==> src/hw/bboe_pkg.sv <==
// Package: register map, field layout, opcodes and state of the branch unit
package bboe_pkg;
   localparam int ADDR_W = 8;
   // Register byte offsets
   localparam logic [7:0] A_CMD = 8'h00;
   localparam logic [7:0] A_IMM = 8'h04;
   localparam logic [7:0] A_PC = 8'h08;
   localparam logic [7:0] A_SR0 = 8'h0c;
   localparam logic [7:0] A_FLAG = 8'h10;
   localparam logic [7:0] A_LINK = 8'h14;
   localparam logic [7:0] A_SPTR = 8'h18;
   localparam logic [7:0] A_DMEM = 8'h1c;
   localparam logic [7:0] A_IDH = 8'h20;
   localparam logic [7:0] A_CTRL = 8'h24;
   localparam logic [1:0] A_GPR_PAGE = 2'h1;
   // Command word fields
   localparam int CMD_OP = 0;
   localparam int CMD_RSEL = 8;
   localparam int CMD_BPOS = 10;
   localparam int CMD_COND = 13;
   // Status register zero and flag fields
   localparam int SR0_EID = 0;
   localparam int SR0_IE = 1;
   localparam int SR0_BANK = 3;
   localparam int FL_Z = 0;
   localparam int FL_N = 1;
   localparam int FL_TF = 2;
   localparam int FL_PEND = 3;
   localparam int DM_ADDR = 8;
   localparam int DM_WR = 24;
   localparam logic [1:0] LOOP_BANK = 2'h3;
   localparam logic [1:0] BIT_DEST = 2'h3;
   localparam logic [1:0] RESP_OK = 2'h0;
   localparam logic [1:0] RESP_SLVERR = 2'h2;
   localparam logic [3:0] SPTR_STEP = 4'h2;
   localparam logic [11:0] LONG_SKIP = 12'h002;

   typedef enum logic [4:0] {
      OP_PLAIN = 5'h00, OP_LOOP = 5'h01, OP_SCALL = 5'h02,
      OP_LONG_CALL = 5'h03, OP_SLINK = 5'h04, OP_LLINK = 5'h05,
      OP_SRET = 5'h06, OP_INTERRUPT_EXIT = 5'h07, OP_LINK_EXIT = 5'h08,
      OP_BSET = 5'h09, OP_BRST = 5'h0a, OP_BCPL = 5'h0b,
      OP_BTST = 5'h0c, OP_TFCLR = 5'h0d, OP_TFSET = 5'h0e,
      OP_TMASK = 5'h0f, OP_SR0AND = 5'h10, OP_SR0OR = 5'h11,
      OP_BANK = 5'h12
   } bboe_op_t;

   typedef struct packed {
      logic [19:0] pc;
      logic [7:0] sr0;
      logic zf;
      logic nf;
      logic tf;
      logic pend;
      logic [19:0] pend_pc;
      logic [19:0] link;
      logic [3:0] sptr;
      logic [15:0][19:0] hs;
      logic [15:0][7:0] gpr;
      logic [7:0] data_index_high;
      logic [7:0] dm_in;
      logic [7:0] dm_out;
      logic [15:0] dm_addr;
      logic dm_wr;
      logic [19:0] imm;
      logic size_n;
      logic aw_ok;
      logic w_ok;
      logic [7:0] awaddr;
      logic [31:0] wdata;
      logic [3:0] wstrb;
      logic awready;
      logic wready;
      logic bvalid;
      logic [1:0] bresp;
      logic arready;
      logic rvalid;
      logic [31:0] rdata;
      logic [1:0] rresp;
   } bboe_state_t;
endpackage

==> src/hw/bboe_top.sv <==
// Branch, link, return and bit-operation execution unit with AXI4-Lite regs
`timescale 1ns/1ps
`default_nettype none

module bboe_top
   import bboe_pkg::*;
(
   // Clock and reset
   input wire logic aclk,
   input wire logic aresetn,
   // Write address
   input wire logic awvalid,
   input wire logic [ADDR_W-1:0] awaddr,
   output logic awready,
   // Write data
   input wire logic wvalid,
   input wire logic [31:0] wdata,
   input wire logic [3:0] wstrb,
   output logic wready,
   // Write response
   output logic bvalid,
   output logic [1:0] bresp,
   input wire logic bready,
   // Read address
   input wire logic arvalid,
   input wire logic [ADDR_W-1:0] araddr,
   output logic arready,
   // Read data
   output logic rvalid,
   output logic [31:0] rdata,
   output logic [1:0] rresp,
   input wire logic rready
);

   bboe_state_t s_reg;
   bboe_state_t s_next;
   logic go;
   logic exec;
   bboe_op_t op;
   logic [1:0] rsel;
   logic [2:0] bpos;
   logic cok;
   logic [3:0] cidx;
   logic [3:0] gidx;
   logic [3:0] r3idx;
   logic [19:0] pc1;
   logic [19:0] pc2;
   logic [19:0] popv;
   logic [7:0] bmask;
   logic [7:0] bres;
   logic [32:0] rd_w;
   logic [32:0] rd_r;
   logic [31:0] mw;

   ////////////////////////////////////////////////////////////////////////
   // Register read view: bit 32 flags a mapped address
   function automatic logic [32:0] rd_fn(bboe_state_t s, logic [7:0] a);
      logic [32:0] r;
      r = {1'b1, 32'h0};
      if (a == A_CMD)
         r[31:0] = 32'h0;
      else if (a == A_IMM)
         r[19:0] = s.imm;
      else if (a == A_PC)
         r[19:0] = s.pc;
      else if (a == A_SR0)
         r[7:0] = s.sr0;
      else if (a == A_FLAG)
         r[3:0] = {s.pend, s.tf, s.nf, s.zf};
      else if (a == A_LINK)
         r[19:0] = s.link;
      else if (a == A_SPTR)
         r[3:0] = s.sptr;
      else if (a == A_DMEM)
         r[24:0] = {s.dm_wr, s.dm_addr, s.dm_out};
      else if (a == A_IDH)
         r[7:0] = s.data_index_high;
      else if (a == A_CTRL)
         r[0] = s.size_n;
      else if (a[7:6] == A_GPR_PAGE)
         r[7:0] = s.gpr[a[5:2]];
      else
         r[32] = 1'b0;
      return r;
   endfunction

   function automatic logic [31:0] merge(logic [31:0] o, logic [31:0] d,
                                         logic [3:0] st);
      logic [31:0] m;
      m = o;
      for (int i = 0; i < 4; i++)
      begin
         if (st[i])
            m[8*i +: 8] = d[8*i +: 8];
      end
      return m;
   endfunction

   ////////////////////////////////////////////////////////////////////////
   // Next state
   always_comb
   begin
      s_next = s_reg;
      go = s_reg.aw_ok && s_reg.w_ok && !s_reg.bvalid;
      exec = go && (s_reg.awaddr == A_CMD);
      op = bboe_op_t'(s_reg.wdata[CMD_OP +: 5]);
      rsel = s_reg.wdata[CMD_RSEL +: 2];
      bpos = s_reg.wdata[CMD_BPOS +: 3];
      cok = s_reg.wdata[CMD_COND];
      cidx = {LOOP_BANK, rsel};
      gidx = {s_reg.sr0[SR0_BANK +: 2], rsel};
      r3idx = {s_reg.sr0[SR0_BANK +: 2], BIT_DEST};
      pc1 = s_reg.pc + 20'h1;
      pc2 = s_reg.pc + 20'h2;
      popv = s_reg.hs[4'(s_reg.sptr - SPTR_STEP)];
      bmask = 8'(8'h01 << bpos);
      bres = 8'h00;
      rd_w = rd_fn(s_reg, s_reg.awaddr);
      rd_r = rd_fn(s_reg, araddr);
      mw = merge(rd_w[31:0], s_reg.wdata, s_reg.wstrb);

      // Bus handshakes
      if (awvalid && s_reg.awready)
      begin
         s_next.aw_ok = 1'b1;
         s_next.awaddr = {awaddr[7:2], 2'b00};
         s_next.awready = 1'b0;
      end
      if (wvalid && s_reg.wready)
      begin
         s_next.w_ok = 1'b1;
         s_next.wdata = wdata;
         s_next.wstrb = wstrb;
         s_next.wready = 1'b0;
      end
      if (s_reg.bvalid && bready)
      begin
         s_next.bvalid = 1'b0;
         s_next.awready = 1'b1;
         s_next.wready = 1'b1;
      end
      if (arvalid && s_reg.arready)
      begin
         s_next.arready = 1'b0;
         s_next.rvalid = 1'b1;
         s_next.rdata = rd_r[31:0];
         s_next.rresp = rd_r[32] ? RESP_OK : RESP_SLVERR;
      end
      if (s_reg.rvalid && rready)
      begin
         s_next.rvalid = 1'b0;
         s_next.arready = 1'b1;
      end

      // Register writes and command execution
      if (go)
      begin
         s_next.aw_ok = 1'b0;
         s_next.w_ok = 1'b0;
         s_next.bvalid = 1'b1;
         s_next.bresp = rd_w[32] ? RESP_OK : RESP_SLVERR;
         if (s_reg.awaddr == A_IMM)
            s_next.imm = mw[19:0];
         else if (s_reg.awaddr == A_PC)
            s_next.pc = mw[19:0];
         else if (s_reg.awaddr == A_SR0)
            s_next.sr0 = mw[7:0];
         else if (s_reg.awaddr == A_LINK)
            s_next.link = mw[19:0];
         else if (s_reg.awaddr == A_DMEM)
            s_next.dm_in = mw[7:0];
         else if (s_reg.awaddr == A_IDH)
            s_next.data_index_high = mw[7:0];
         else if (s_reg.awaddr == A_CTRL)
            s_next.size_n = mw[0];
         else if (s_reg.awaddr[7:6] == A_GPR_PAGE)
            s_next.gpr[s_reg.awaddr[5:2]] = mw[7:0];
      end

      if (exec)
      begin
         s_next.pc = pc1;
         s_next.dm_wr = 1'b0;
         case (op)
            OP_LOOP:
            begin
               s_next.gpr[cidx] = s_reg.gpr[cidx] - 8'h01;
               s_next.pend = 1'b1;
               if (s_reg.gpr[cidx] != 8'h00)
                  s_next.pend_pc = pc1 - {12'h000, s_reg.imm[7:0]};
               else
                  s_next.pend_pc = pc1 + 20'h1;
            end
            OP_SCALL:
            begin
               s_next.hs[s_reg.sptr] = s_reg.size_n ? pc1 :
                                       {4'h0, pc1[15:0]};
               s_next.sptr = s_reg.sptr + SPTR_STEP;
               s_next.pc = {s_reg.pc[19:12], s_reg.imm[11:0]};
            end
            OP_LONG_CALL:
            begin
               if (cok)
               begin
                  s_next.hs[s_reg.sptr] = s_reg.size_n ? pc2 :
                                          {4'h0, pc2[15:0]};
                  s_next.sptr = s_reg.sptr + SPTR_STEP;
                  s_next.pc = s_reg.size_n ? s_reg.imm :
                              {s_reg.pc[19:16], s_reg.imm[15:0]};
               end
               else
                  s_next.pc = {s_reg.pc[19:12], s_reg.pc[11:0] + LONG_SKIP};
            end
            OP_SLINK:
            begin
               s_next.link = s_reg.size_n ? pc1 :
                             {s_reg.link[19:16], pc1[15:0]};
               s_next.pc = {s_reg.pc[19:12], s_reg.imm[11:0]};
            end
            OP_LLINK:
            begin
               s_next.link = s_reg.size_n ? pc2 :
                             {s_reg.link[19:16], pc2[15:0]};
               s_next.pc = s_reg.imm;
            end
            OP_SRET, OP_INTERRUPT_EXIT:
            begin
               s_next.pc = s_reg.size_n ? popv :
                           {s_reg.pc[19:16], popv[15:0]};
               s_next.sptr = s_reg.sptr - SPTR_STEP;
               if (op == OP_INTERRUPT_EXIT)
                  s_next.sr0[SR0_IE] = 1'b1;
            end
            OP_LINK_EXIT:
               s_next.pc = s_reg.size_n ? s_reg.link :
                           {s_reg.pc[19:16], s_reg.link[15:0]};
            OP_BSET, OP_BRST, OP_BCPL, OP_BTST:
            begin
               if (op == OP_BSET)
                  bres = s_reg.dm_in | bmask;
               else if (op == OP_BRST)
                  bres = s_reg.dm_in & ~bmask;
               else if (op == OP_BCPL)
                  bres = s_reg.dm_in ^ bmask;
               else
                  bres = s_reg.dm_in & bmask;
               s_next.dm_addr = {s_reg.sr0[SR0_EID] ? s_reg.data_index_high : 8'h00,
                                 s_reg.imm[7:0]};
               s_next.zf = (bres == 8'h00);
               if (op != OP_BTST)
               begin
                  if (s_reg.tf)
                  begin
                     s_next.dm_out = bres;
                     s_next.dm_wr = 1'b1;
                  end
                  else
                     s_next.gpr[r3idx] = bres;
               end
            end
            OP_TFCLR:
               s_next.tf = 1'b0;
            OP_TFSET:
               s_next.tf = 1'b1;
            OP_TMASK:
            begin
               s_next.zf = ((s_reg.gpr[gidx] & s_reg.imm[7:0]) == 8'h00);
               s_next.nf = s_reg.gpr[gidx][7] & s_reg.imm[7];
            end
            OP_SR0AND:
               s_next.sr0 = s_reg.sr0 & s_reg.imm[7:0];
            OP_SR0OR:
               s_next.sr0 = s_reg.sr0 | s_reg.imm[7:0];
            OP_BANK:
               s_next.sr0[SR0_BANK +: 2] = s_reg.imm[1:0];
            default:
               s_next.pc = pc1;
         endcase
         // Delay slot done: take the loop result
         if (s_reg.pend)
         begin
            s_next.pc = s_reg.pend_pc;
            s_next.pend = 1'b0;
         end
      end
   end

   always_ff @(posedge aclk)
   begin
      if (!aresetn)
      begin
         s_reg <= '0;
         s_reg.awready <= 1'b1;
         s_reg.wready <= 1'b1;
         s_reg.arready <= 1'b1;
         s_reg.size_n <= 1'b1;
      end
      else
         s_reg <= s_next;
   end

   assign awready = s_reg.awready;
   assign wready = s_reg.wready;
   assign bvalid = s_reg.bvalid;
   assign bresp = s_reg.bresp;
   assign arready = s_reg.arready;
   assign rvalid = s_reg.rvalid;
   assign rdata = s_reg.rdata;
   assign rresp = s_reg.rresp;
endmodule

`default_nettype wire

==> config.mk <==
export PLATFORM = sky130hd
export DESIGN_NAME = bboe_top
export DESIGN_NICKNAME = d
export VERILOG_FILES = /design/src/hw/bboe_pkg.sv /design/src/hw/bboe_top.sv
export SDC_FILE = /design/constraint.sdc
export NUM_CORES = 2
export LEC_CHECK = 0
export BUFFER_PORTS_ARGS = -buffer_cell sky130_fd_sc_hd__buf_2
export CORE_MARGIN = 1.5
export CORE_UTILIZATION = 55
export CTS_BUF_LIST = sky130_fd_sc_hd__clkbuf_8 sky130_fd_sc_hd__clkbuf_16
export CTS_CLUSTER_SIZE = 14
export DETAILED_ROUTE_END_ITERATION = 6
export GPL_TIMING_DRIVEN = 0
export PLACE_DENSITY = 0.75
export SETUP_SLACK_MARGIN = 0.1
export SYNTH_ARGS = -nofsm -noshare
export SYNTH_HDL_FRONTEND = slang
export SYNTH_SLANG_ARGS = --single-unit
export TNS_END_PERCENT = 100
==> constraint.sdc <==
create_clock -name aclk -period 12.77 [get_ports aclk]
set_clock_uncertainty 0.05 [all_clocks]
set_input_delay 1.277 -clock aclk [delete_from_list [all_inputs] [get_ports aclk]]
set_output_delay 1.277 -clock aclk [all_outputs]
set_load 0.02 [all_outputs]
======== Yosys cells after proc, flatten, opt, wreduce, memory -nomap -nowiden ========
Index checks and enable logic that the tools add are counted.
word-level totals
  bits in registers ....................... 651
  bits of input ports ..................... 59
  logic and storage cells ................. 369
cells by class
  $add $sub $neg .......................... 8
  order comparisons ....................... 11
  equal/unequal tests ..................... 48
  shifts and indexed selects .............. 1
  multiplexer cells ....................... 172
  bitwise logic cells ..................... 16
  reduce and logical (&&, ||, !) cells .... 49
operators by type and width
  operator                                                               number
  144-bit two-way mux                                                    5
  320-bit bitwise mux                                                    2
  128-bit two-way mux                                                    5
  320-bit case mux with 2 select lines                                   1
  20-bit two-way mux                                                     30
  524-bit two-way mux                                                    1
  128-bit bitwise mux                                                    3
  21-bit two-way mux                                                     17
  324-bit two-way mux                                                    1
  8-bit two-way mux                                                      34
  128-bit case mux with 2 select lines                                   1
  136-bit two-way mux                                                    1
  20-bit case mux with 5 select lines                                    1
  8-bit binary-select mux with 4-bit select                              3
  20-bit binary-select mux with 4-bit select                             1
  20-bit demux with 4-bit select                                         1
  17-bit two-way mux                                                     4
  28-bit two-way mux                                                     2
  20-bit by 1-bit adder with 20-bit output (second input constant)       2
  5-bit by 4-bit == test with 1-bit output (second input constant)       8
  20-bit case mux with 2 select lines                                    1
  4-bit by 5-bit < comparator with 1-bit output (second input constant)  7
  8-bit AND                                                              4
  8-bit demux with 2-bit select                                          2
  other kinds (59)                                                       168

======== Depth between registers and ports, before layout ========
  word-level depth ........................ 40
  gate-level depth with buffers ........... 20

======== Worst setup path after synthesis ========
No wires, ideal clock.
  kind .................................... register to register
  start point ............................. register s_reg (netlist bit cidx[1])
  end point ............................... register s_reg[639] (netlist bit)
  library setup time ...................... 134 ps
  data arrival time ....................... 4,328 ps
  required time ........................... 12,586 ps
  path slack .............................. 8,258 ps
  stages on the path, launching flop included .. 21
  buffers on the path ..................... 3
  cell sequence ........................... dfxtp_1 buf_1 clkbuf_1 mux2i_1 mux2i_1 inv_1 ha_1 and3_1 clkbuf_2 inv_1 nand2_1 ha_1 fa_1 nor2b_1 o31a_1 o221ai_1 nand3_1 a31oi_1 o21bai_1 a21oi_1 or4_1
between the ends
  cells in the longest elaborated chain, start to end .. 4
RTL lines
  item                                       line             RTL
  start: declaration                         bboe_top.sv:35   bboe_state_t s_reg;
  start signal: assignment                   bboe_top.sv:299  s_reg <= s_next;
  8-bit binary-select mux with 2-bit select  bboe_top.sv:189  if (s_reg.gpr[cidx] != 8'h00)
  8-bit two-way mux (implied by the code)    bboe_top.sv:189
  8-bit nonzero test                         bboe_top.sv:189
  20-bit two-way mux                         bboe_top.sv:189
No other way between the ends. The select of a mux whose other input is x is not followed.
A chain may end at the register's enable or synchronous reset.

======== Final worst setup path ========
Same ends and word-level chain as after synthesis.

==> flow_summary.json <==
{
  "wl_mm": 128,
  "dp_slack_ns": 6.24,
  "synth_cells": 3496,
  "numPortBuffers": 72,
  "netlist.top_cell.by_area": "dfxtp_1",
  "crit_arrival_ns": 7.37,
  "synth.distinct_cells": 83,
  "min_period_ns": 6.92,
  "finalPower_mw": 3.63,
  "io_pins": 100,
  "crit_type": "flop to flop",
  "dp.final_hpwl_mm": 96.5,
  "p_sw_share_pct": 26.3,
  "clock_latency_ns": 0.63,
  "gp_routability_congestion": 1.10,
  "fmax_mhz": 144,
  "r2r_start": "cidx[1]$_SDFFE_PN0P_",
  "yosys-top-cells-area": "dfxtp_1 34%, mux4_2 12%, a21oi_1 7.7%, nand2_1 7.0%, nor2_1 6.4%",
  "setup_tns_ns": 0,
  "yosysSeqAreaShare_pct": 34.5,
  "fin_util_pct": 61.9,
  "power_frac_seq_pct": 42.5,
  "drc": 23,
  "yosys.area.top_type_share_pct": 34.5,
  "power.density_nw_per_um2": 115,
  "crit_start": "cidx[1]$_SDFFE_PN0P_",
  "grt_pass1_vias": 27079,
  "min_period_over_period_pct": 54.2,
  "firstDrtPassIters": 7,
  "ys_seq_elements": 488,
  "core_sq_um": 51100,
  "postCtsHoldBufs": 0,
  "antenna_found_initial": 6,
  "via_per_inst": 6.90,
  "p_leak_nw": 10.9,
  "synth_edf_count": 0,
  "htreeDepth": 2,
  "p_switching_mw": 0.957,
  "grt_use_total_pct": 47.1,
  "worst_setup_path_start_kind": "flop",
  "antenna_left": 0,
  "reg2reg_slack_ns": 5.85,
  "syn-cell-area_sq_um": 28400,
  "p_comb_share_pct": 9.2,
  "postCtsSetupBuffers": 0,
  "ys_warn_count": 0,
  "cp.required_ns": 13.22,
  "finalWorstSetupSlack_ns": 5.85,
  "ys.flop_type": "dfxtp_1",
  "die_h_um": 230,
  "async_flop_share_pct": 0,
  "cell_internal_pwr_mw": 2.68,
  "avgSynthCellArea_sq_um": 8.11,
  "gr-total-overflow": 0,
  "die_area_sq_um": 52900,
  "cap_violations": 0,
  "worstPathMaxFanout": 13,
  "cts_resized": 0,
  "drive_gt1_share_pct": 12.5,
  "final_hold_viol_count": 0,
  "grt_max_degree": 15,
  "finalMaxSlewViolations": 0,
  "area_growth_pct": 11.5,
  "tritoncts": "done",
  "power_frac_clock_pct": 48.3,
  "first_iter_violations": 5268,
  "die_w_um": 230,
  "violations": "DRC",
  "cts.clk_slew.worst_paths_ns": 0.06,
  "cts-buffers-inserted": 52,
  "nFillCells": 4644,
  "placement_rows": 83,
  "rsz0062_at_grt": "no",
  "fin_nets": 3740,
  "cts_sinks": 488,
  "vias": 30054,
  "clockRootBuffer": "clkbuf_16",
  "grt_first_pass_wirelength_mm": 182,
  "tightest_slew_ns": 1.44,
  "cp-end-kind": "flop",
  "worstHoldPathType": "flop to flop",
  "ir_worst_vdd_mv": 0.118,
  "start_util_pct": 55.5,
  "maxSlewHeadroom_pct": 3.53,
  "hp-start": "s_reg[121]$_SDFFE_PN0P_",
  "setup_viol": 0,
  "wl_per_cell_um": 29.3,
  "clk_path_buf_depth": 3,
  "status": "finished, violations left"
}
[placed cells by master (no fill, tap or decap), types with 12 or more instances in the layout]
master     netlist  final
o22ai_1         26     26
and2_1          16     16
a21oi_1        439    439
a222oi_1        29     29
o2111ai_1       12     12
mux4_2         151    151
or3_1           17     17
ha_1            49     49
nand3_1         85     85
dfxtp_1        488    488
and3_1          14     14
nor2b_1         17     17
a221oi_1        23     23
a22oi_1         13     13
a31oi_1         22     22
nor3_1          53     53
o21ai_0        159    159
a221o_1         18     18
nand2b_1        23     23
clkbuf_1       225    225
o211ai_1        28     28
buf_1           21     21
buf_2           54    126
a211oi_1        80     78
o221ai_1        22     22
mux2i_1         50     50
clkbuf_8         0     15
inv_1           52     56
buf_4           40     40
clkbuf_16        0     53
nand2_1        527    527
xnor2_1         34     34
nor2_1         484    484
xor2_1          27     27
[critical path: stages, from the launching register on]
cell and delay [ns]:
dfxtp_1 0.48, buf_1 0.67, clkbuf_1 0.76, mux2i_1 0.25, mux2i_1 0.78, inv_1 0.20, ha_1 0.25, and3_1 0.21
clkbuf_2 0.20, inv_1 0.42, nand2_1 0.13, ha_1 0.24, fa_1 0.44, nor2b_1 0.21, o31a_1 0.24, o221ai_1 0.18
nand3_1 0.11, a31oi_1 0.12, o21bai_1 0.22, a21oi_1 0.10, or4_1 0.51
[layout make-up]
type / count / area [sq um] / share of cell area [%]
multi-input cells: 2618 / 16900 / 53.4
flip-flops and latches: 488 / 9770 / 30.9
clock buffers: 68 / 1530 / 4.85
plain buffers: 344 / 1530 / 4.85
well taps: 680 / 851 / 2.69
clock inverters: 29 / 437 / 1.38
repair buffers: 73 / 388 / 1.23
inverters: 54 / 203 / 0.641
diodes: 3 / 7.51 / 0.0237
[Yosys cell counts (all sizes together), types with 18 or more instances]
cell / n
a211oi: 80
a21oi: 439
a221o: 18
a221oi: 23
a222oi: 29
a31oi: 22
buf: 118
clkbuf: 226
dfxtp: 488
ha: 49
inv: 53
mux2i: 50
mux4: 151
nand2: 527
nand2b: 23
nand3: 85
nor2: 484
nor3: 56
o211ai: 28
o21ai: 167
o221ai: 22
o22ai: 26
xnor2: 34
xor2: 27
[metrics by stage]
step                      area (sq um)  cells  hold slack (ns)
after floorplan                  28400   3504            0.376
after global placement           29600   4256            0.386
after detailed placement         29600   4257            0.392
after CTS                        31600   4354            0.398
after global routing             31600   4354            0.411
final                            31600   4357            0.400
[power groups by stage]
stage / sequential [mW] / clock [mW] / combinational (mW)
2_1_floorplan: 1.57 / 0 / 0.183
3_3_place_gp: 1.58 / 0 / 0.310
3_5_place_dp: 1.58 / 0 / 0.312
4_1_cts: 1.54 / 1.74 / 0.313
5_1_grt: 1.54 / 1.80 / 0.340
6_report: 1.54 / 1.76 / 0.336
[layer usage]
metal / share of wire [%] / up-vias / track usage, %
li1: - / 12846 / -
met1: 39 / 14170 / 65.9
met2: 37 / 2620 / 60.8
met3: 19 / 410 / 21.9
met4: 5.2 / 8 / 20.9
met5: 0.039 / - / 0
[worst paths after layout]
check,end,cells after the start
worst max register to register,s_reg[639]$_SDFFE_PN0P_,20
worst min register to register,s_reg[121]$_SDFFE_PN0P_,2
worst min-delay path,s_reg[121]$_SDFFE_PN0P_,2
worst max-delay path,s_reg[639]$_SDFFE_PN0P_,20
[cells by family after synthesis]
| kind of cell | count (synthesis) | synth area share, % |
|---|---|---|
| compound gates | 974 | 21.3 |
| xor+xnor | 61 | 1.88 |
| fa+ha+maj | 55 | 2.41 |
| buf+inv | 398 | 6.12 |
| flops | 488 | 34.5 |
| mux | 210 | 14.1 |
| other cells | 1 | 0.0132 |
| simple gates | 1309 | 19.7 |
Power figures use the tool's default switching activity.
